$ cat src/inc/dslk_map.vh
/*
  Register map, field positions and reset values of the descrambler lock
  and link control block.
  Assumes a 32-bit Avalon-MM slave with word addressing by byte address.
*/
`ifndef DSLK_MAP_VH
`define DSLK_MAP_VH

// ==================================================================
// Register indices and byte addresses
`define DSLK_IDX_LINK_CTRL    16'h0485
`define DSLK_IDX_ERR_THRESH   16'h0486
`define DSLK_IDX_STATUS       16'h0490
`define DSLK_ADDR_W           18
`define DSLK_ADDR_LINK_CTRL   18'h01214
`define DSLK_ADDR_ERR_THRESH  18'h01218
`define DSLK_ADDR_STATUS      18'h01240

// ==================================================================
// Link control fields
`define DSLK_IPG_DIS_BIT      13
`define DSLK_LINK_EN_BIT      12
`define DSLK_IDLE_MSB         8
`define DSLK_LINK_CTRL_RST    16'h1078
`define DSLK_LINK_CTRL_WMASK  16'hF1FF

// ==================================================================
// Error threshold fields
`define DSLK_LOSS_MSB         13
`define DSLK_LOSS_LSB         9
`define DSLK_RRX_MSB          4
`define DSLK_ERR_THRESH_RST   16'h0A05

// ==================================================================
// Status bits and counter widths
`define DSLK_ST_LOCK_BIT      0
`define DSLK_ST_RRX_BIT       1
`define DSLK_ST_TRAIN_BIT     2
`define DSLK_CNT_W            9
`define DSLK_ECNT_W           5

`endif

$ cat src/hw/dslk_err_counter.v
/*
  Saturating symbol error counter with threshold compare.
  Assumes symbol strobes synchronous to clk; threshold stable or changed by software.
*/
`timescale 1ns/1ps
`include "dslk_map.vh"

module dslk_err_counter (
  input  wire                    clk,
  input  wire                    nrst,
  input  wire                    clear,
  input  wire                    errSym,
  input  wire [`DSLK_ECNT_W-1:0] threshold,
  output wire                    reached
);

  reg [`DSLK_ECNT_W-1:0] count_q;
  reg [`DSLK_ECNT_W-1:0] count_d;

  // ==================================================================
  // Count errors, saturate so the compare never wraps
  always @* begin
    count_d = count_q;
    if (clear) begin
      count_d = {`DSLK_ECNT_W{1'b0}};
    end else if (errSym && count_q != {`DSLK_ECNT_W{1'b1}}) begin
      count_d = count_q + 5'h01;
    end
  end

  always @(posedge clk or negedge nrst) begin
    if (!nrst) begin
      count_q <= {`DSLK_ECNT_W{1'b0}};
    end else begin
      count_q <= count_d;
    end
  end

  // Zero threshold never fires, avoids a trip with no errors seen
  assign reached = (threshold != {`DSLK_ECNT_W{1'b0}}) && (count_q >= threshold);

endmodule

$ cat src/hw/dslk_lock_ctrl.v
/*
  Receive coding-sublayer lock and link control with Avalon-MM registers.
  Holds the lock state machine, both error threshold counters and the register slave.
  Assumes symbol strobes from the descrambler, one per symbol, synchronous to clk.
  Assumes an Avalon-MM master that holds each request until it sees waitrequest low.
*/
// Register access over Avalon-MM is this design's own decision.
`timescale 1ns/1ps
`include "dslk_map.vh"

module dslk_lock_ctrl (
  input  wire                    clk,
  input  wire                    nrst,
  input  wire [`DSLK_ADDR_W-1:0] avsAddress,
  input  wire                    avsRead,
  input  wire                    avsWrite,
  input  wire [31:0]             avsWriteData,
  input  wire [3:0]              avsByteEnable,
  output reg  [31:0]             avsReadData,
  output reg                     avsWaitRequest,
  output reg  [1:0]              avsResponse,
  input  wire                    symValid,
  input  wire                    symIdle,
  input  wire                    inIpg,
  output reg                     trainEnable,
  output reg                     linkUp,
  output reg                     remRxOk
);

  localparam [2:0] ST_OFF    = 3'h1;
  localparam [2:0] ST_SEARCH = 3'h2;
  localparam [2:0] ST_LOCKED = 3'h4;

  reg  [15:0]             linkCtrl_q;
  reg  [15:0]             errThresh_q;
  reg  [2:0]              state_q;
  reg  [2:0]              state_d;
  reg  [`DSLK_CNT_W-1:0]  idleCnt_q;
  reg  [`DSLK_CNT_W-1:0]  idleCnt_d;
  reg                     ackDone_q;
  wire                    linkEn;
  wire                    ipgDis;
  wire [`DSLK_CNT_W-1:0]  idleTarget;
  wire                    checkSym;
  wire                    errSym;
  wire                    lossHit;
  wire                    rrxHit;
  wire                    errClear;
  wire [15:0]             byteMask;
  wire [15:0]             ctrlMask;

  // ==================================================================
  // Field extraction
  function [15:0] lane_mask;
    input [3:0] be;
    begin
      lane_mask = {{8{be[1]}}, {8{be[0]}}};
    end
  endfunction

  // Byte-lane merge shared by both writable registers
  function [15:0] merge_lanes;
    input [15:0] oldVal;
    input [15:0] newVal;
    input [15:0] mask;
    begin
      merge_lanes = (oldVal & ~mask) | (newVal & mask);
    end
  endfunction

  assign linkEn     = linkCtrl_q[`DSLK_LINK_EN_BIT];
  assign ipgDis     = linkCtrl_q[`DSLK_IPG_DIS_BIT];
  assign idleTarget = linkCtrl_q[`DSLK_IDLE_MSB:0];
  assign byteMask   = lane_mask(avsByteEnable);
  // Read-only bits 11:9 never take write data
  assign ctrlMask   = byteMask & `DSLK_LINK_CTRL_WMASK;

  // Gap symbols are ignored for lock checking only when disabled
  assign checkSym = symValid && !(inIpg && ipgDis);
  assign errSym   = checkSym && !symIdle && state_q == ST_LOCKED;
  // Restart error counting whenever lock is not held
  assign errClear = state_q != ST_LOCKED;

  // ==================================================================
  // Error threshold counters
  dslk_err_counter uLoss (
    .clk       (clk),
    .nrst      (nrst),
    .clear     (errClear),
    .errSym    (errSym),
    .threshold (errThresh_q[`DSLK_LOSS_MSB:`DSLK_LOSS_LSB]),
    .reached   (lossHit)
  );

  dslk_err_counter uRemRx (
    .clk       (clk),
    .nrst      (nrst),
    .clear     (errClear),
    .errSym    (errSym),
    .threshold (errThresh_q[`DSLK_RRX_MSB:0]),
    .reached   (rrxHit)
  );

  // ==================================================================
  // Lock state machine
  always @* begin
    state_d   = state_q;
    idleCnt_d = idleCnt_q;
    case (state_q)
      ST_OFF: begin
        idleCnt_d = {`DSLK_CNT_W{1'b0}};
        if (linkEn) begin
          state_d = ST_SEARCH;
        end
      end
      ST_SEARCH: begin
        if (!linkEn) begin
          state_d   = ST_OFF;
        end else if (idleCnt_q >= idleTarget) begin
          state_d   = ST_LOCKED;
        end else if (checkSym && symIdle) begin
          idleCnt_d = idleCnt_q + 9'h001;
        end else if (checkSym) begin
          // Idles must be consecutive to count as initial idles
          idleCnt_d = {`DSLK_CNT_W{1'b0}};
        end
      end
      ST_LOCKED: begin
        if (!linkEn) begin
          state_d = ST_OFF;
        end else if (lossHit) begin
          state_d   = ST_SEARCH;
          idleCnt_d = {`DSLK_CNT_W{1'b0}};
        end
      end
      default: begin
        state_d   = ST_OFF;
        idleCnt_d = {`DSLK_CNT_W{1'b0}};
      end
    endcase
  end

  always @(posedge clk or negedge nrst) begin
    if (!nrst) begin
      state_q   <= ST_OFF;
      idleCnt_q <= {`DSLK_CNT_W{1'b0}};
    end else begin
      state_q   <= state_d;
      idleCnt_q <= idleCnt_d;
    end
  end

  // ==================================================================
  // Registered link outputs, decoded from state_d so they change in the same cycle as state_q
  always @(posedge clk or negedge nrst) begin
    if (!nrst) begin
      trainEnable <= 1'b0;
      linkUp      <= 1'b0;
      remRxOk     <= 1'b0;
    end else begin
      trainEnable <= linkEn && state_d != ST_OFF;
      linkUp      <= state_d == ST_LOCKED;
      remRxOk     <= state_d == ST_LOCKED && !rrxHit;
    end
  end

  // ==================================================================
  // Avalon-MM slave: one wait cycle, answer on the second edge.
  // Read data is captured when the request is first seen; a write lands only at
  // the edge where the master samples waitrequest low, so no register changes
  // before the transfer has completed on the bus.
  always @(posedge clk or negedge nrst) begin
    if (!nrst) begin
      linkCtrl_q     <= `DSLK_LINK_CTRL_RST;
      errThresh_q    <= `DSLK_ERR_THRESH_RST;
      avsReadData    <= 32'h00000000;
      avsWaitRequest <= 1'b1;
      avsResponse    <= 2'h0;
      ackDone_q      <= 1'b0;
    end else begin
      avsWaitRequest <= 1'b1;
      ackDone_q      <= 1'b0;
      if ((avsRead || avsWrite) && avsWaitRequest && !ackDone_q) begin
        avsWaitRequest <= 1'b0;
        ackDone_q      <= 1'b1;
        avsResponse    <= 2'h0;
        avsReadData    <= 32'h00000000;
        case (avsAddress)
          `DSLK_ADDR_LINK_CTRL: begin
            avsReadData <= {16'h0000, linkCtrl_q};
          end
          `DSLK_ADDR_ERR_THRESH: begin
            avsReadData <= {16'h0000, errThresh_q};
          end
          `DSLK_ADDR_STATUS: begin
            avsReadData <= {29'h00000000, trainEnable, remRxOk, linkUp};
          end
          default: begin
            // Unmapped: answer with slave error, reads return zero
            avsResponse <= 2'h2;
          end
        endcase
      end
      // Commit: ackDone_q marks the one cycle in which waitrequest is low
      if (avsWrite && ackDone_q) begin
        case (avsAddress)
          `DSLK_ADDR_LINK_CTRL: begin
            linkCtrl_q <= merge_lanes(linkCtrl_q, avsWriteData[15:0], ctrlMask);
          end
          `DSLK_ADDR_ERR_THRESH: begin
            errThresh_q <= merge_lanes(errThresh_q, avsWriteData[15:0], byteMask);
          end
          default: begin
            // Status is read-only and unmapped writes are dropped
          end
        endcase
      end
    end
  end

endmodule

$ cat config.mk
export PLATFORM = sky130hd
export DESIGN_NAME = dslk_lock_ctrl
export DESIGN_NICKNAME = d
export VERILOG_FILES = /design/src/hw/dslk_err_counter.v /design/src/hw/dslk_lock_ctrl.v
export VERILOG_INCLUDE_DIRS = /design/src /design/src/inc
export SDC_FILE = /design/constraint.sdc
export NUM_CORES = 1
export LEC_CHECK = 0
export BUFFER_PORTS_ARGS = -buffer_cell sky130_fd_sc_hd__buf_2
export CORE_ASPECT_RATIO = 1.75
export CORE_MARGIN = 2
export CORE_UTILIZATION = 55
export DETAILED_ROUTE_END_ITERATION = 10
export PLACE_DENSITY = 0.8
export SLEW_MARGIN = 0
export SYNTH_ARGS = -nofsm -noshare
export SYNTH_HDL_FRONTEND = slang
export SYNTH_SLANG_ARGS = --single-unit
$ cat constraint.sdc
create_clock -name clk -period 5.9 [get_ports clk]
set_clock_uncertainty 0.1 [all_clocks]
set_input_delay 0.59 -clock clk [delete_from_list [all_inputs] [get_ports clk]]
set_output_delay 0.59 -clock clk [all_outputs]
set_load 0.005 [all_outputs]
# Word level (Yosys, flattened, before mapping)
# Index checks and enable logic that the tools add are counted.
# word_totals
register_bits,93
in_bits,61
out_inout_bits,38
elab_cells,91
# op_classes
add_sub_neg,3
n_lt_le_gt_ge,3
eq_ne,16
muxes,21
bitwise_logic,8
reduce_logical,27
# op_table
cell,count
16-bit bitwise AND,4
18-bit by 13-bit equality test with 1-bit output (second input constant),3
9-bit 2-to-1 mux,6
16-bit one-hot mux with 3 select lines,1
16-bit inverter,2
16-bit OR,2
5-bit 2-to-1 mux,4
9-bit one-hot mux with 2 select lines,1
3-bit 2-to-1 mux,5
1-bit logical AND,14
5-bit by 1-bit adder with 5-bit output (second input constant),2
5-bit greater-or-equal comparator,2
5-bit inequality test (second input constant),2
5-bit nonzero test,2
9-bit by 1-bit adder with 9-bit output (second input constant),1
9-bit greater-or-equal comparator,1
3-bit one-hot mux with 3 select lines,1
2-bit inequality test (second input constant),4
3-bit equality test (second input constant),2
3-bit inequality test (second input constant),2
5-bit AND reduction,1
1-bit logical NOT,4
2-bit AND reduction,2
2-bit nonzero test,2
other kinds (7),8

# Logic depth before layout (Yosys ltp)
# Gate-level depths: netlist of run 1.
# logic_depth
depth_word,8
ltp_mapped,7
ltp_nobuf,7

# Cells and area by module
# Synthesis of run 1 repeated with hierarchy kept, for this count alone.
# unflattened
hier_cells,387
hier_area_um2,4105.2
# by_module_without_submodules
module,n_inst,cells_each,area_each_um2,seq_area_each_um2
dslk_lock_ctrl,1,309,3367.0,1590.3
dslk_err_counter,2,39,369.1,125.1

# Least setup slack after synthesis of run 1
# OpenSTA, ideal clock, no wires.
# synth_path
kind,reg2reg
start,reg with a tool-made name
end,reg idleCnt_q[7]
setup_ns,0.082
arrival_ns,2.044
t_required_ns,5.718
slack_ns,3.674
stages_incl_launch_ff,8
n_path_buf,0
period_less_slack_ns,2.226
path_cell_list,dfstp_2 inv_1 ha_1 a211oi_1 o21ai_0 a2111oi_4 a41oi_1 a31oi_1
# synth_lines
item,line,source
end signal: assignment,dslk_lock_ctrl.v:146,idleCnt_q <= {`DSLK_CNT_W{1'b0}};
end signal: assignment,dslk_lock_ctrl.v:149,idleCnt_q <= idleCnt_d;
end: declaration,dslk_lock_ctrl.v:38,reg [`DSLK_CNT_W-1:0] idleCnt_q;

==> results of run 1 <==
==> kinds of logic (layout without fill, tap and decap cells) <==
kind of cell	after synthesis	count (layout)
flip-flops	73	73
adder cells (fa/ha/maj)	24	24
AO/OA/AOI/OAI	84	84
XOR/XNOR	4	4
other	1	17
AND/OR/NAND/NOR	97	97
buffers and inverters	51	108
multiplexers	31	31
==> layer usage <==
layer | track usage, % | part of all wire, %
met5 | 0 | 0
met4 | 12.1 | 3.2
met3 | 4.11 | 4.5
met2 | 42.4 | 54
met1 | 25.4 | 38
==> where the power goes <==
| part | internal, mW | switching [mW] |
|---|---|---|
| logic | 0.0214 | 0.0484 |
| registers | 0.511 | 0.00445 |
| clock network | 0.325 | 0.197 |
| total | 0.857 | 0.249 |
==> worst max-delay path, stage by stage, from the launching register on <==
cell and delay, ps:
dfstp_2 540, inv_1 50, ha_1 290, a21oi_1 70
o21ai_0 450, a22oi_1 300, a211oi_1 360, a21boi_0 230
==> worst paths after layout <==
path / start / endpoint / slack, ps / cells past startpoint
worst max-delay path: register / remRxOk$_DFF_PN0_ / 3410 / 7
worst min-delay path: nrst / idleCnt_q[7]$_DFFE_PN0P_ / 370 / 2
worst max register to register: register / remRxOk$_DFF_PN0_ / 3410 / 7
worst min register to register: avsReadData[14]$_DFFE_PN0P_ / avsReadData[14]$_DFFE_PN0P_ / 370 / 2
max in group asynchronous: nrst / uRemRx.count_q[3]$_DFFE_PN0P_ / 4730 / 2
min in group clk: avsReadData[14]$_DFFE_PN0P_ / avsReadData[14]$_DFFE_PN0P_ / 370 / 2
==> placed cells by master (no fill, tap or decap), types with 2 or more instances in the layout <==
master     instances
nor4_1             5
nor4b_1            3
a21boi_0           2
or4_1              3
a211oi_1           4
nand2_1           32
nand3_1           11
and3_1             7
a22oi_1           17
nand4_1            3
conb_1            17
nor2_2             3
a21oi_1           11
a31oi_1            5
xor2_1             4
clkbuf_16          9
a41oi_1            2
o31ai_1            3
buf_2             63
o21ai_0           22
inv_1             27
clkbuf_1           3
nor3b_1            2
buf_4              2
nand2b_1           4
dfrtp_1           62
clkinv_2           3
nor3_1             2
ha_1              24
o211ai_1           4
nor4bb_1           2
mux2_2            30
and2_1             2
o21a_1             5
dfstp_2           11
nor2_1             9
==> layout make-up <==
class                   count  area (um2)
flip-flops and latches     73        1840
clock inverters             4        45.0
multi-input cells         257        1850
well taps                  84         105
inverters                  27         101
fillers                   524        2350
clock buffers              12         236
repair buffers             65         330
==> results.md, run 1 <==
* Status: complete, no violations
* Drt total wl at about 8.5 mm
* Placer congestion estimate at 0.822
* Most frequent cell after synthesis: dfrtp_1
* Max_cap viols at 0
* DIE WIDTH at approximately 68 um
* Resize count post-CTS at 0
* DRT Pass-1 Iters at 4
* Finished Core Util at 65.8%
* Clk_lat worst skew at 330 ps
* Leakage at 2.15 nW
* Root buf cell: clkbuf_16
* Top cells by area, synth: dfrtp_1, mux2_2, ha_1
* RSZ-0062 raised after global routing: no
* Post-Synth Adder-Cell Area at ~7.7%
* Die height at 115 um
* Worst setup EP type: register
* Ys Warns at 0
* Pre-CTS setup slack at between 3000 and 4000 ps
* CTS Hold Bufs at 0
* Least-Margin Pin Slew at between 1000 and 1500 ps
* Tmin final at ~2500 ps
* Largest family of logic cells by synthesized area: compound AO/OA/AOI/OAI gates
* Layout area overhead at 16.0%
* Fraction of layout cells with a size suffix above 1 at between 20 and 30%
* Setup tns final at 0 ps
* Fin. Hold Viols at 0
* Mapped Cells at between 300 and 400
* Worst setup SP type: register
* Post-synthesis xor/xnor area fraction at less than 1%
* Total number of vias at slightly below 3000
* HP Class: input pin to async pin
* Dpl cell area at 4230 um2
* # diodes at 0
* Final Cell Area at 4510 um2
* Worst EP arrival at between 2000 and 3000 ps
* Part of the cycle the worst path needs at 42.2%
* Vias/cell at between 5 and 6
* Sequential area share after synthesis at a little under half
* Setup Buffers After CTS at 0
* Top-area cell type share of the netlist area at roughly two fifths
* Fin nets at 518
* Power density over the cells at between 200 and 250 nW/um2
* Post-route DRC at 0
* # IOs at between 90 and 100
* Max Clk Rate at approximately 400 MHz
* Rows at 40
* CTS Buf Count at 9
* Crit path max fanout at 5
* Post-synth top cells: dfrtp_1, nand2_1, mux2_2, inv_1, ha_1
* Drt initial violations at between 200 and 300
* Sink Count at 73
* Worst setup margin at roughly 3400 ps
* Average wire per standard cell at roughly 16 um
* Slew Limit Fails at 0
* TritonCTS clock tree: yes
* Finish-stage setup viols at 0
* Number of nets with antenna violations after routing at 0
* Post-synthesis mux area share at 8.95%
* Clock Path Buffers at 2
* Largest net degree at the start of global routing at 74
* H-tree depth at 3
* Hold slack at between 300 and 400 ps
* VDD IR max at ~0.13 mV
* Post-synthesis compound-gate area fraction at between 10% and 20%
* Required @ worst endpoint at around 6100 ps
* Seq cells post-synth at 73
* Core area at 6860 um2
* Top_reg_cell synth: dfrtp_1
* Post-synth top area cell: dfrtp_1
* Post-route insts no fill at between 500 and 600
* GRT Total Usage at 23.6%
* Share of flip-flops with an asynchronous set or reset at between 90% and 100%
* Cell area after synthesis at between 3000 and 4000 um2
* Starting density of the core at 56.7%
* Vias in the first global route at 3050
* Worst rel slew slack at between 30% and 40%
* First-pass GRT wire length at 13.8 mm
* HPWL Detailed at approximately 6.3 mm
* EDFF count, synth at 0
* Port buffer count at 63
* Total grt overflow at 0
* Die Area at approximately 8000 um2
* Yosys cell types at 53
* Synth Area in Simple Gates at between 10% and 20%
* DP Cell Count at just over 500
* Avg Inst Size Synth at ~11 um2
* Clk slew on worst S/H paths at roughly 60 ps
* Kind of critical path: register to register
* Pwr Total at 1.11 mW
* Initial antenna violation count at 0
Note: power is estimated with default switching activity, not from simulation.
==> run 2: changes to the inputs <==
- CORE_UTILIZATION: 55 -> 53
- PLACE_DENSITY: 0.8 -> 0.78
- clock period: 5.9 -> 2.4 ns (I/O delays scaled with it)
==> run 2 against run 1 <==
Net effect: design area up 2.5%; critical endpoint is now idleCnt_q[7]$_DFFE_PN0P_; die area increased by 3.6%; global-route usage is 0.41 points lower; largest cell class unchanged; count of clock-buffer cells in the layout rose by 1.
==> results.md, run 2 (synthesis gave the netlist of run 1 again) <==
* Status: complete, no violations
* Clk_lat worst skew at between 300 and 400 ps
* Drt total wl at between 8 and 9 mm
* Average wire per standard cell at about 16 um
* Clock Path Buffers at 2
* Initial antenna violation count at 0
* Vias in the first global route at between 3000 and 4000
* Met2 Resource Use GR at a little over two fifths
* HPWL Detailed at about 6.4 mm
* Psw at between 600 and 700 uW
* Worst setup margin at 70.3 ps
* Fraction of layout cells with a size suffix above 1 at roughly a third
* Required @ worst endpoint at around 2600 ps
* CTS Buf Count at 9
* Die Area at 8060 um2
* Crit path max fanout at 7
* H-tree depth at 3
* Least-Margin Pin Slew at just under 1000 ps
* Proportion of power drawn by the clock network at between 40% and 50%
* Kind of critical path: register to register
* Worst setup SP type: register
* Setup tns final at 0 ps
* DRT Pass-1 Iters at 4
* Max_cap viols at 0
* Max Clk Rate at 429 MHz
* Flop pwr share at a little under half
* GR peak layer: met2
* Worst EP arrival at around 2500 ps
* Pre-CTS setup slack at -111 ps
* Worst r2r path cells at 8
* Die height at 117 um
* Post-route DRC at 0
* Tmin final at about 2300 ps
* GR Util met3 at under 10%
* Largest net degree at the start of global routing at 47
* Power density over the cells at between 500 and 600 nW/um2
* Leakage at 2.20 nW
* DIE WIDTH at between 60 and 70 um
* Root buf cell: clkbuf_16
* Layout area overhead at 18.9%
* Critical hold path startpoint: avsWriteData[11]
* # IOs at just under 100
* Starting density of the core at 54.1%
* Core area at ~7000 um2
* Sw Share at 22.1%
* FILL cells at slightly below 600
* Worst rel slew slack at 33.6%
* TritonCTS clock tree: yes
* Slew Limit Fails at 0
* Most frequent cells in the layout: buf_2, dfrtp_1, nand2_1
* Number of nets with antenna violations after routing at 0
* Placer congestion estimate at between 0.8 and 0.9
* Comb pwr share at 6.4%
* GRT Total Usage at a little under a quarter
* Internal Pwr Total at around 2.1 mW
* Hold Crit Depth at 2
* Worst setup EP type: register
* Sink Count at between 70 and 80
* Port buffer count at 63
* # diodes at 0
* Most common cell after layout, fill and taps aside: buf_2
* Fin nets at approximately 530
* Met1 usage at 25.5%
* Finish-stage setup viols at 0
* Clk slew on worst S/H paths at approximately 60 ps
* Drt initial violations at 236
* First-pass GRT wire length at 13.8 mm
* VDD IR max at 0.335 mV
* Part of the cycle the worst path needs at between 90% and 100%
* Total number of vias at ~3000
* Vias/cell at about 5.7
* Rows at 41
* Fin. Hold Viols at 0
* HP Class: input pin to register
* Total grt overflow at 0
[run 2: per-stage QoR]
step	util (%)	instances	hold WS [ps]	power [mW]	instance area (um2)
6_report	64.4	531	56.6	2.75	4620
3_3_place_gp	59.6	513	187	1.46	4280
4_1_cts	64.0	531	43.6	2.77	4590
2_1_floorplan	-	381	-156	1.38	3950
5_1_grt	64.4	531	52.8	2.84	4620
3_5_place_dp	59.6	513	196	1.47	4280
[run 2: layout make-up]
class / count / area, um2 / share of cell area, %
Sequential cell: 73 / 1840 / 39.8
Clock inverter: 3 / 40.0 / 0.866
Timing Repair Buffer: 72 / 398 / 8.61
Clock buffer: 13 / 250 / 5.41
Multi-Input combinational cell: 257 / 1880 / 40.8
Tap cell: 86 / 108 / 2.33
Inverter: 27 / 101 / 2.19
[run 2: worst max-delay path, cell delays in order (launching register included)]
cell and delay, ps:
dfstp_2 540, inv_1 50, ha_1 340, a211oi_2 290, o21ai_2 140, a2111oi_4 290, buf_4 200, a41oi_1 130
a31oi_1 170
[run 2: power by group through the flow]
stage | registers (mW) | logic (mW) | clock network [mW]
CTS | 1.27 | 0.179 | 1.32
global placement | 1.29 | 0.172 | 0
floorplan | 1.29 | 0.0883 | 0
detailed placement | 1.29 | 0.178 | 0
global route | 1.27 | 0.198 | 1.37
finish | 1.27 | 0.177 | 1.30
[run 2: layer usage]
metal	wire length, um	vias up	share of wire (%)
li1	-	1440	-
met1	3330	1465	38
met2	4800	85	55
met3	400	17	4.6
met4	212	0	2.4
met5	0	-	0
[run 2: repair_timing]
item,4_1_cts,5_1_grt
endpoints found under the setup margin,9,8
hold buffers,1,0
cloned,0,0
hold endpoints to repair,24,0
gates resized for setup,3,5
setup buffers,1,0
pin swaps,1,1
[run 2: path summary, 6_finish.rpt]
path	endpoint	slack [ps]
worst max-delay path	idleCnt_q[7]$_DFFE_PN0P_	70
worst min-delay path	register	60
worst max register to register	idleCnt_q[7]$_DFFE_PN0P_	70
worst min register to register	avsReadData[11]$_DFFE_PN0P_	370
max in group asynchronous	async pin	1090
min in group asynchronous	async pin	380
